===== src/verilog/rtms_defs.vh =====
// Constants for the radio test message sequencer
`ifndef RTMS_DEFS_VH
`define RTMS_DEFS_VH

// ----------------------------------------------------------------
// Timing
// ----------------------------------------------------------------
`define RTMS_CLK_HZ        32'h02FAF080
`define RTMS_SHORT_PERIOD_S 1
`define RTMS_LONG_ON_S     50
`define RTMS_LONG_OFF_S    10

// ----------------------------------------------------------------
// Characters
// ----------------------------------------------------------------
`define RTMS_CHR_ZERO      8'h30
`define RTMS_CHR_SPACE     8'h20
`define RTMS_CHR_CR        8'h0D
`define RTMS_CHR_LF        8'h0A
`define RTMS_DIGIT_MAX     4'h9
`define RTMS_CHR_BODY_BASE 8'h61
`define RTMS_BODY_LETTERS  5'h1A

// ----------------------------------------------------------------
// Message layout: 2 digits, space, body, CR, LF
// ----------------------------------------------------------------
`define RTMS_SHORT_BODY_LEN 6'h08
`define RTMS_LONG_BODY_LEN  6'h20
`define RTMS_FRAME_EXTRA    6'h05
`define RTMS_POS_TENS       6'h00
`define RTMS_POS_UNITS      6'h01
`define RTMS_POS_SPACE      6'h02
`define RTMS_POS_BODY       6'h03
`define RTMS_TAIL_CR        6'h02
`define RTMS_TAIL_LF        6'h01
`define RTMS_FIFO_DEPTH     8

`endif


===== src/verilog/rtms_fifo.v =====
// Small synchronous FIFO with valid and ready on both sides
`timescale 1ns/1ps
module rtms_fifo #(
	parameter WIDTH = 8,
	parameter DEPTH = 8,
	parameter AW    = 3
) (
	// Clock and reset
	input  wire             i_clk,
	input  wire             i_rst_b,
	input  wire             i_ce,
	// Fill side
	input  wire             i_in_valid,
	input  wire [WIDTH-1:0] i_in_data,
	output wire             o_in_ready,
	// Drain side
	output wire             o_out_valid,
	output wire [WIDTH-1:0] o_out_data,
	input  wire             i_out_ready
);
	reg [WIDTH-1:0] mem [0:DEPTH-1];
	reg [AW-1:0]    wr_ptr;
	reg [AW-1:0]    rd_ptr;
	reg [AW:0]      count;
	wire            push;
	wire            pop;

	// Handshakes
	assign o_in_ready  = (count != DEPTH[AW:0]);
	assign o_out_valid = (count != {(AW+1){1'b0}});
	assign o_out_data  = mem[rd_ptr];
	assign push        = i_ce & i_in_valid & o_in_ready;
	assign pop         = i_ce & o_out_valid & i_out_ready;

	// Storage write
	always @(posedge i_clk) begin
		if (push) begin
			mem[wr_ptr] <= i_in_data;
		end
	end

	// Pointers and fill count
	always @(posedge i_clk or negedge i_rst_b) begin
		if (!i_rst_b) begin
			wr_ptr <= {AW{1'b0}};
			rd_ptr <= {AW{1'b0}};
			count  <= {(AW+1){1'b0}};
		end else begin
			if (push) begin
				wr_ptr <= (wr_ptr == DEPTH[AW-1:0] - 1'b1) ? {AW{1'b0}} : wr_ptr + 1'b1;
			end
			if (pop) begin
				rd_ptr <= (rd_ptr == DEPTH[AW-1:0] - 1'b1) ? {AW{1'b0}} : rd_ptr + 1'b1;
			end
			if (push & ~pop) begin
				count <= count + 1'b1;
			end else if (pop & ~push) begin
				count <= count - 1'b1;
			end
		end
	end
endmodule // rtms_fifo


===== src/verilog/rtms_sequencer.v =====
// Test message sequencer: builds numbered test lines and paces them
`timescale 1ns/1ps
`include "rtms_defs.vh"
module rtms_sequencer #(
	// Unsigned 32 bit counts: the 50 s on phase does not fit a signed integer
	parameter [31:0]  SHORT_PERIOD_CYC = `RTMS_CLK_HZ * `RTMS_SHORT_PERIOD_S,
	parameter [31:0]  LONG_ON_CYC      = `RTMS_CLK_HZ * `RTMS_LONG_ON_S,
	parameter [31:0]  LONG_OFF_CYC     = `RTMS_CLK_HZ * `RTMS_LONG_OFF_S,
	parameter integer FIFO_DEPTH       = `RTMS_FIFO_DEPTH
) (
	// Clock, reset, enable
	input  wire       i_clk,
	input  wire       i_rst_b,
	input  wire       i_ce,
	// Settings
	input  wire       i_test_enable,
	input  wire       i_long_pattern,
	// Byte stream toward the radio transmitter
	output wire       o_tx_valid,
	output wire [7:0] o_tx_data,
	input  wire       i_tx_ready,
	// Status
	output reg        o_active,
	output reg        o_long_silent,
	output reg  [7:0] o_seq_bcd
);
	// ----------------------------------------------------------------
	// Declarations
	// ----------------------------------------------------------------
	localparam [1:0] ST_IDLE  = 2'b00;
	localparam [1:0] ST_SEND  = 2'b01;
	localparam [1:0] ST_WAIT  = 2'b10;
	localparam [1:0] ST_QUIET = 2'b11;

	reg  [1:0]  state;
	reg  [1:0]  next_state;
	reg  [5:0]  idx;
	reg  [5:0]  msg_len;
	reg  [31:0] pace_cnt;
	reg  [31:0] phase_cnt;
	reg  [3:0]  seq_hi;
	reg  [3:0]  seq_lo;
	reg  [7:0]  char;
	wire        fifo_ready;
	wire        push;
	wire        last_char;
	wire        phase_end;
	wire        pace_end;

	// Body text byte at a given position, lowercase letters cycled
	function [7:0] rtms_body_char;
		input [5:0] pos;
		begin
			rtms_body_char = `RTMS_CHR_BODY_BASE + {3'h0, pos[4:0] % `RTMS_BODY_LETTERS};
		end
	endfunction

	// Decimal digit increment with carry
	function [4:0] rtms_digit_inc;
		input [3:0] d;
		begin
			if (d == `RTMS_DIGIT_MAX) begin
				rtms_digit_inc = 5'h10;
			end else begin
				rtms_digit_inc = {1'b0, d + 4'h1};
			end
		end
	endfunction

	// ----------------------------------------------------------------
	// Message character generation
	// ----------------------------------------------------------------
	// Layout: tens, units, space, body, CR, LF
	always @* begin
		msg_len = (i_long_pattern ? `RTMS_LONG_BODY_LEN : `RTMS_SHORT_BODY_LEN) + `RTMS_FRAME_EXTRA;
		if (idx == `RTMS_POS_TENS) begin
			char = `RTMS_CHR_ZERO + {4'h0, seq_hi};
		end else if (idx == `RTMS_POS_UNITS) begin
			char = `RTMS_CHR_ZERO + {4'h0, seq_lo};
		end else if (idx == `RTMS_POS_SPACE) begin
			char = `RTMS_CHR_SPACE;
		end else if (idx == msg_len - `RTMS_TAIL_CR) begin
			char = `RTMS_CHR_CR;
		end else if (idx == msg_len - `RTMS_TAIL_LF) begin
			char = `RTMS_CHR_LF;
		end else begin
			char = rtms_body_char(idx - `RTMS_POS_BODY);
		end
	end

	assign push      = (state == ST_SEND) & fifo_ready;
	assign last_char = (idx == msg_len - `RTMS_TAIL_LF);
	assign pace_end  = (pace_cnt >= SHORT_PERIOD_CYC - 1);
	assign phase_end = (phase_cnt >= (o_long_silent ? LONG_OFF_CYC : LONG_ON_CYC) - 1);

	// ----------------------------------------------------------------
	// Sequencing state machine
	// ----------------------------------------------------------------
	// Next state
	always @* begin
		next_state = state;
		case (state)
			ST_IDLE: begin
				if (i_test_enable) begin
					next_state = ST_SEND;
				end
			end
			ST_SEND: begin
				if (push & last_char) begin
					if (!i_long_pattern) begin
						next_state = ST_WAIT;
					end else if (phase_end) begin
						next_state = ST_QUIET;
					end else begin
						// Back to back lines keep the carrier up for level readings
						next_state = ST_SEND;
					end
				end
			end
			ST_WAIT: begin
				if (pace_end) begin
					next_state = ST_SEND;
				end
			end
			ST_QUIET: begin
				if (phase_end) begin
					next_state = ST_SEND;
				end
			end
			default: begin
				next_state = ST_IDLE;
			end
		endcase
		if (!i_test_enable) begin
			next_state = ST_IDLE;
		end
	end

	// State, index, counters and sequence number
	always @(posedge i_clk or negedge i_rst_b) begin
		if (!i_rst_b) begin
			state         <= ST_IDLE;
			idx           <= 6'h00;
			pace_cnt      <= 32'h0;
			phase_cnt     <= 32'h0;
			seq_hi        <= 4'h0;
			seq_lo        <= 4'h0;
			o_active      <= 1'b0;
			o_long_silent <= 1'b0;
			o_seq_bcd     <= 8'h00;
		end else if (i_ce) begin
			state     <= next_state;
			o_active  <= (next_state != ST_IDLE);
			o_seq_bcd <= {seq_hi, seq_lo};
			// Message pacing counts from each message start in the short pattern; in the long pattern it runs on without restarting
			if (state == ST_IDLE || (state == ST_WAIT && pace_end)) begin
				pace_cnt <= 32'h0;
			end else begin
				pace_cnt <= pace_cnt + 32'h1;
			end
			// On and off phase timing of the long pattern
			if (state == ST_IDLE || !i_long_pattern) begin
				phase_cnt     <= 32'h0;
				o_long_silent <= 1'b0;
			end else if (phase_end && (state == ST_QUIET || (push & last_char))) begin
				phase_cnt     <= 32'h0;
				o_long_silent <= (state != ST_QUIET);
			end else if (!phase_end) begin
				phase_cnt <= phase_cnt + 32'h1;
			end
			// Character index and two digit counter
			if (state == ST_IDLE) begin
				idx    <= 6'h00;
				seq_hi <= 4'h0;
				seq_lo <= 4'h0;
			end else if (push) begin
				if (last_char) begin
					idx <= 6'h00;
					if (seq_lo == `RTMS_DIGIT_MAX) begin
						seq_lo <= 4'h0;
						seq_hi <= rtms_digit_inc(seq_hi) == 5'h10 ? 4'h0 : seq_hi + 4'h1;
					end else begin
						seq_lo <= seq_lo + 4'h1;
					end
				end else begin
					idx <= idx + 6'h01;
				end
			end
		end
	end

	// ----------------------------------------------------------------
	// Output buffer toward the transmitter
	// ----------------------------------------------------------------
	rtms_fifo #(
		.WIDTH (8),
		.DEPTH (FIFO_DEPTH),
		.AW    (3)
	) u_fifo (
		.i_clk       (i_clk),
		.i_rst_b     (i_rst_b),
		.i_ce        (i_ce),
		.i_in_valid  (state == ST_SEND),
		.i_in_data   (char),
		.o_in_ready  (fifo_ready),
		.o_out_valid (o_tx_valid),
		.o_out_data  (o_tx_data), // Plain data path, no marker byte
		.i_out_ready (i_tx_ready)
	);
endmodule // rtms_sequencer

===== config.mk =====
export PLATFORM = sky130hd
export DESIGN_NAME = rtms_sequencer
export DESIGN_NICKNAME = d
export VERILOG_FILES = /design/src/verilog/rtms_fifo.v /design/src/verilog/rtms_sequencer.v
export VERILOG_INCLUDE_DIRS = /design/src /design/src/verilog
export SDC_FILE = /design/constraint.sdc
export NUM_CORES = 1
export LEC_CHECK = 0
export ABC_CLOCK_PERIOD_IN_PS = 3500
export BUFFER_PORTS_ARGS = -buffer_cell sky130_fd_sc_hd__buf_2
export CELL_PAD_IN_SITES_DETAIL_PLACEMENT = 0
export CELL_PAD_IN_SITES_GLOBAL_PLACEMENT = 2
export CORE_ASPECT_RATIO = 0.6
export CORE_MARGIN = 10
export CORE_UTILIZATION = 38
export DETAILED_ROUTE_END_ITERATION = 8
export HOLD_SLACK_MARGIN = 0.06
export PLACE_DENSITY_LB_ADDON = 0.1
export REMOVE_ABC_BUFFERS = 1
export SLEW_MARGIN = 20
export SYNTH_ARGS = -nofsm -noshare
export SYNTH_HDL_FRONTEND = slang
export SYNTH_SLANG_ARGS = --single-unit

===== constraint.sdc =====
create_clock -name i_clk -period 3.5 [get_ports i_clk]
set_input_delay 0.35 -clock i_clk [delete_from_list [all_inputs] [get_ports i_clk]]
set_output_delay 0.35 -clock i_clk [all_outputs]
set_load 0.01 [all_outputs]

== After elaboration in Yosys (flattened, before gate mapping) ==
Memory sizes are Yosys's and may differ from the RTL's.
Cells that the tools add are included.
Word-level totals
  bits in writable memories: 64
  output and inout port bits: 19
  word-level logic and storage cells: 122
  flip-flop bits (word level): 100
  memories: 1
  bits of input ports: 6
Cells by class
  bitwise gates (word level): 10
  reductions and logical operators: 20
  eq/ne operators: 15
  divide/modulo/power cells: 1
  order comparisons: 2
  $add $sub $neg: 17
  multiplexer cells: 44
Memory list
  u_fifo.mem: words 8, width 8, read ports 1, clocked after memory_dff 0, wr ports 1, line rtms_fifo.v:21  | reg [WIDTH-1:0] mem [0:DEPTH-1];
Operators with widths (number)
  2-to-1 mux 32 bit: 5
  adder 32 x 1 -> 32 bit (second input constant): 2
  2-to-1 mux 4 bit: 11
  2-to-1 mux 8 bit: 5
  >= comparator 32 x 26 -> 1 bit (second input constant): 1
  >= comparator 32 bit: 1
  subtractor 32 x 1 -> 32 bit (second input constant): 1
  2-to-1 mux 5 bit: 6
  2-to-1 mux 6 bit: 4
  adder 6 x 4 -> 7 bit (first input constant): 2
  adder 4 x 1 -> 4 bit (second input constant): 3
  equality test 6 bit: 2
  2-to-1 mux 2 bit: 6
  nonzero test 2 bit: 6
  adder 7 x 5 -> 8 bit (first input constant): 1
  bitwise AND 1 bit: 8
  equality test 4 bit (second input constant): 2
  case mux 2 bit (4 select lines): 1
  adder 3 x 1 -> 3 bit (second input constant): 2
  adder 6 x 1 -> 6 bit (second input constant): 1
  adder 6 x 3 -> 6 bit (second input constant): 1
  equality test 3 bit (second input constant): 2
  equality test 6 x 1 -> 1 bit (second input constant): 1
  equality test 6 x 2 -> 1 bit (second input constant): 1
  other kinds (23): 34

== Logic depth before layout (Yosys ltp) ==
  word-level depth: 14
  gate-level depth with buffers: 14
  depth with buffers taken out: 13

== Cells and area by module ==
From an unflattened synthesis, not the netlist that was laid out.
Unflattened totals
  cells, all modules: 789
  area total of the unflattened synthesis: 8693.3 um2
Modules (own cells, without submodules)
  rtms_sequencer: area an instance 5606.6 um2, times used 1, seq. area each 2252.2 um2, cells each 629
  rtms_fifo: area an instance 3086.7 um2, times used 1, seq. area each 2172.1 um2, cells each 160

== Worst setup path before layout ==
Ideal clock, no wire load.
  kind: reg2reg
  from: register idx[0]
  to: memory u_fifo.mem[0][4], data pin
  library setup time: 278 ps
  arrival: 3386 ps
  clock period less this slack: 3664 ps
  data required time: 3222 ps
  setup slack: -164 ps
  path buffers: 1
  stages on the path, launching flop included: 15
  cells stage by stage: dfrtp_1 -> ha_1 -> clkbuf_1 -> xnor2_1 -> inv_1 -> ha_1 -> or3_1 -> nor2b_1 -> o31ai_1 -> nand2_1 -> xnor2_1 -> ha_1 -> nand2_1 -> o21a_1 -> o31ai_1
Between the ends
  word-level cells in the longest chain between the ends: 8
  elaborated cells on any way between the ends: 13
  those cells by class: add/sub: 2; div: 1; eq/ne: 4; mux: 5; reduce/logical: 1
Ends and longest elaborated chain
  start, declared: line rtms_sequencer.v:37  | reg [5:0] idx;
  start signal, assigned: line rtms_sequencer.v:186  | idx <= idx + 6'h01;
  subtractor 5 x 2 -> 5 bit (no line)
  modulo 5 x 5 -> 5 bit (no line)
  adder 7 x 5 -> 8 bit (no line)
  2-to-1 mux 8 bit: line rtms_sequencer.v:84  | end else if (idx == msg_len - `RTMS_TAIL_LF) begin
  2-to-1 mux 8 bit: line rtms_sequencer.v:82  | end else if (idx == msg_len - `RTMS_TAIL_CR) begin
  2-to-1 mux 8 bit: line rtms_sequencer.v:80  | end else if (idx == `RTMS_POS_SPACE) begin
  2-to-1 mux 8 bit: line rtms_sequencer.v:78  | end else if (idx == `RTMS_POS_UNITS) begin
  2-to-1 mux 8 bit *: line rtms_sequencer.v:76  | if (idx == `RTMS_POS_TENS) begin
  via char[4]: line rtms_sequencer.v:43  | reg [7:0] char;
  end, declared: line rtms_fifo.v:21
Mark *: on every way through the listed nets, which the timed path passes. The rest lies on a longest branch.

== Worst setup path in the final report ==
Ends and elaborated chain as after synthesis.

==> results by stage <==
Outcome:
- The flow ran to the end, and the final reports show no timing, DRC or antenna violations.

Floorplanning:
- The floorplan step defined a die boundary enclosing 29000 um2.
- The floorplan step set the die height to 136 um.
- The number of I/O pins is 25.
- The effective utilization at floorplan is 38.7%.
- The horizontal die dimension is 213 um.
- The core box area is 22000 um2.
- The cell row count is 42.

Setup path:
- Walking the worst path, the cells encountered are ha_1 -> xnor2_2 -> inv_1 -> ha_1 -> buf_4 -> o311a_1 -> o31ai_4 -> nand2_1 -> xnor2_1 -> ha_1 -> nand2_1 -> o21a_1 -> o31ai_2 -> buf_4.
- STA puts the critical path data arrival time at 3.62 ns.
- The count of buffering cells on the critical path with inverters included is 3.
- The delay contributed by the slowest stage of the critical path is 0.46 ns.
- The cell repeated most along the worst path is sky130_fd_sc_hd__ha_1.
- The kind of cell adding the most delay to the critical path is compound AO/OA/AOI/OAI gates.
- The slowest stage of the critical path belongs to the cell sky130_fd_sc_hd__dfrtp_2.
- The critical path start-end classification is register to register.
- The worst path required time is 3.79 ns.
- The startpoint class of the critical path is a register.
- Of all nets on the critical path, the largest fanout is 8.
- The endpoint kind of the worst setup timing path is a register.

Final layout:
- At the end of the flow, the number of nets in the layout was 874.
- The count of cells in the finished layout, fillers not included, comes to 1134.
- The number of fillers in the final layout is 2072.
- The most common cell after layout, fill and taps aside is sky130_fd_sc_hd__dfrtp_1.
- The area added between synthesis and finish is 15.8%.
- The library cells used most frequently in the layout, excluding fill and tap cells, are 99 x sky130_fd_sc_hd__dfrtp_1, 75 x sky130_fd_sc_hd__nor2_1, 71 x sky130_fd_sc_hd__nand2_1.
- After routing the design area is 9860 um2.
- The total inserted antenna cells is 0.
- Cells with a size suffix above 1 make up 18.4% of the layout.

Route:
- After detailed routing, the met2 layer carries 8.61 mm of wire.
- The vias after detailed routing is 6226.
- After detailed routing, the number of remaining DRC violations is 0.
- The number of vias per cell is 5.49.
- After detailed routing, the average wire length per cell comes to 18.3 um.
- The count of nets left with antenna violations after detail routing is 0.
- The routed wire length on met3 is 1.12 mm.
- The total iterations of the first detailed-routing run is 5.
- The initial DRC count is 406.
- After detailed routing, no signal wire sits above met4.
- After detailed routing, the wire length on met1 is 10.9 mm.
- The routed design has 20.8 mm of wire.

GRT:
- The initial antenna violation count came to 0.
- In the global route stage, overall resource usage came out at 15.2%.
- Entering global routing, the biggest net connects 55 pins.
- The global-route congestion overflow total is 0.
- The via count of the first global-routing pass is 6274.
- The first global-routing pass estimated 34.5 mm of wire.

Synth:
- The synthesized cell area is 8510 um2.
- The synthesized design contains 164 register bits.
- The number of warnings reported in the yosys synthesis log is 0.
- The proportion of synthesized chip area in sequential cells is 52.0%.
- In this run, synthesis inferred 64 flip-flops with an integrated enable.
- The number of distinct standard cells referenced by the synthesized netlist is 59.
- The dominant synthesized flop cell is sky130_fd_sc_hd__dfrtp_1.
- After technology mapping, the gate count stands at 779.
- The fraction of synthesis flops using an asynchronous set or reset pin is 61.0%.
- A synthesized cell averages 10.9 um2.

Placed design:
- The worst slack after detailed placement is -0.0909 ns.
- The detailed-placement wirelength estimate is 14.8 mm.
- The placed instances occupy a cell area of 9210 um2.
- The congestion estimate from routability-driven global placement came to 0.824.
- The placed cell count is 1101.
- The number of I/O port buffers is 24.

Job:
- Max-cap violations in this run came to 0.

STA:
- Hold timing on the final database bottoms out at a slack of 0.219 ns.
- The time the worst path needs with I/O delays and setup is 3.33 ns.
- Setup slack on the critical path of the routed design comes to 0.173 ns.
- The slew at the pin closest to its max-slew limit is 0.852 ns.
- Static timing analysis puts the maximum clock frequency at 301 MHz.
- The number of pins exceeding their max-slew limit in the final report came to 0.
- The final sum of negative setup slack is 0 ns.
- Of the available clock period, the critical path in the final layout requires 95.1%.
- The clock skew is 0.0114 ns.
- The number of endpoints with negative hold slack in the final report is 0.
- The worst-case headroom to the max-slew limit is 43.2%.
- The count of endpoints failing setup in the final report is 0.

Pwr:
- VDD sags by at most 397 uV.
- The analysis attributes to cell leakage a power of 3.93 nW.
- Power spread over the standard cell area amounts to 561 nW/um2.

Clock network:
- After clock tree synthesis, the clock-pin slew on the worst setup and hold paths is 0.07 ns.
- The H-tree depth reported by CTS is 4.
- The cell sitting at the root of the clock tree is a sky130_fd_sc_hd__clkbuf_16.
- The CTS tree is done.
- The number of clock sinks is 164.
- The worst-skew pair later-pin latency is 0.43 ns.
- The number of buffers created by CTS is 17.
- In this run the deepest clock path goes through 2 buffers.
- Post-CTS timing repair inserted 0 buffers for setup.

Hold path:
- The min-delay analysis places its worst path in the category input port to register.
## where the power goes
part | switching, W | leakage, nW | internal [W] | total, W
logic | 0.000619 | 1.71 | 0.000617 | 0.00124
registers | 0.000245 | 1.94 | 0.00221 | 0.00245
clock network | 0.000888 | 0.281 | 0.000955 | 0.00184
## routing by layer
layer	vias to the layer above	track usage, %
met2	154	21.4
met1	3097	22.8
met4	0	4.00
li1	2961	-
met5	-	0
met3	14	3.61
## sequential cells by signal (all words and copies together) (netlist names)
register / flops
seq_lo: 4
seq_hi: 4
phase_cnt: 32
o_active: 1
u_fifo.count: 4
idx: 6
u_fifo.rd_ptr: 3
state: 2
u_fifo.mem: 64
u_fifo.wr_ptr: 3
o_long_silent: 1
o_seq_bcd: 8
pace_cnt: 32
## cell usage after synthesis, types with 3 or more instances
| master | instances | area, um2 |
|---|---|---|
| sky130_fd_sc_hd__nor2_1 | 75 | 282 |
| sky130_fd_sc_hd__mux2_2 | 24 | 270 |
| sky130_fd_sc_hd__or4_1 | 5 | 37.5 |
| sky130_fd_sc_hd__dfrtp_1 | 100 | 2500 |
| sky130_fd_sc_hd__xor2_1 | 14 | 123 |
| sky130_fd_sc_hd__nand2b_1 | 9 | 56.3 |
| sky130_fd_sc_hd__nor3_1 | 17 | 85.1 |
| sky130_fd_sc_hd__mux2i_1 | 4 | 40.0 |
| sky130_fd_sc_hd__or3_1 | 13 | 81.3 |
| sky130_fd_sc_hd__ha_1 | 32 | 400 |
| sky130_fd_sc_hd__buf_1 | 5 | 18.8 |
| sky130_fd_sc_hd__a21o_1 | 8 | 60.1 |
| sky130_fd_sc_hd__nand2_1 | 71 | 267 |
| sky130_fd_sc_hd__buf_2 | 3 | 15.0 |
| sky130_fd_sc_hd__a211oi_1 | 7 | 52.6 |
| sky130_fd_sc_hd__and4_1 | 4 | 35.0 |
| sky130_fd_sc_hd__nand3_1 | 34 | 170 |
| sky130_fd_sc_hd__xnor2_1 | 36 | 315 |
| sky130_fd_sc_hd__inv_1 | 29 | 109 |
| sky130_fd_sc_hd__and3_1 | 9 | 56.3 |
| sky130_fd_sc_hd__or2_2 | 3 | 18.8 |
| sky130_fd_sc_hd__nor2b_1 | 5 | 31.3 |
| sky130_fd_sc_hd__o41ai_1 | 3 | 26.3 |
| sky130_fd_sc_hd__nand3b_1 | 5 | 37.5 |
| sky130_fd_sc_hd__o31ai_1 | 10 | 75.1 |
| sky130_fd_sc_hd__edfxtp_1 | 64 | 1920 |
| sky130_fd_sc_hd__o21ai_0 | 45 | 225 |
| sky130_fd_sc_hd__mux4_2 | 16 | 360 |
| sky130_fd_sc_hd__o21a_1 | 3 | 22.5 |
| sky130_fd_sc_hd__a31oi_1 | 6 | 37.5 |
| sky130_fd_sc_hd__and2_1 | 7 | 43.8 |
| sky130_fd_sc_hd__clkbuf_1 | 21 | 78.8 |
| sky130_fd_sc_hd__nand4_1 | 15 | 93.8 |
| sky130_fd_sc_hd__nor4_1 | 6 | 37.5 |
| sky130_fd_sc_hd__a21oi_1 | 38 | 190 |
## area by class of cell
| type | instances | area, um2 | area share (%) |
|---|---|---|---|
| clock buffers | 17 | 425 | 4.31 |
| clock inverters | 15 | 158 | 1.60 |
| inverters | 29 | 109 | 1.10 |
| multi-input cells | 557 | 3930 | 39.9 |
| flip-flops and latches | 164 | 4430 | 44.9 |
| well taps | 286 | 358 | 3.63 |
| repair buffers | 66 | 453 | 4.59 |
## worst register-to-register path, stage by stage, from the launching register on
cell	delay [ns]
sky130_fd_sc_hd__dfrtp_2	0.46
sky130_fd_sc_hd__ha_1	0.26
sky130_fd_sc_hd__xnor2_2	0.15
sky130_fd_sc_hd__inv_1	0.08
sky130_fd_sc_hd__ha_1	0.19
sky130_fd_sc_hd__buf_4	0.14
sky130_fd_sc_hd__o311a_1	0.37
sky130_fd_sc_hd__o31ai_4	0.27
sky130_fd_sc_hd__nand2_1	0.14
sky130_fd_sc_hd__xnor2_1	0.17
sky130_fd_sc_hd__ha_1	0.20
sky130_fd_sc_hd__nand2_1	0.09
sky130_fd_sc_hd__o21a_1	0.18
sky130_fd_sc_hd__o31ai_2	0.27
sky130_fd_sc_hd__buf_4	0.21
## kinds of logic (layout without fill, tap and decap cells)
group / Yosys count / count (layout) / synth area share (%)
mux: 44 / 44 / 7.88
buf+inv: 58 / 127 / 2.60
fa+ha+maj: 33 / 33 / 4.94
xor+xnor: 50 / 50 / 5.14
simple gates: 287 / 287 / 16.6
compound gates: 143 / 143 / 10.9
flops: 164 / 164 / 52.0
## worst paths after layout
check | start | end | slack, ns | depth (start not counted)
hold / removal | i_test_enable | o_active$_DFFE_PN0P_ | 0.22 | 3
max in group asynchronous | i_rst_b | idx[0]$_DFFE_PN0P_ | 2.26 | 3
setup / recovery | idx[0]$_DFFE_PN0P_ | u_fifo.mem[0][4]$_DFFE_PP_ | 0.17 | 14
setup reg to reg | idx[0]$_DFFE_PN0P_ | u_fifo.mem[0][4]$_DFFE_PP_ | 0.17 | 14
hold reg to reg | o_seq_bcd[0]$_DFFE_PN0P_ | o_seq_bcd[0]$_DFFE_PN0P_ | 0.52 | 1
min in group asynchronous | i_rst_b | pace_cnt[13]$_DFFE_PN0P_ | 0.50 | 2
## metrics by stage
step / total power (W) / util (%)
5_1_grt: 0.00587 / 44.8
6_report: 0.00553 / 44.8
2_1_floorplan: 0.00322 / -
4_1_cts: 0.00562 / 44.6
3_5_place_dp: 0.00374 / 41.8
3_3_place_gp: 0.00368 / 41.8
## repair_timing
item	4_1_cts	5_1_grt
hold endpoints to repair	53	0
hold buffers	1	0
setup endpoints to repair	24	52
pin swaps	0	1
gates resized for setup	3	9
(Power assumes the default switching activity.)
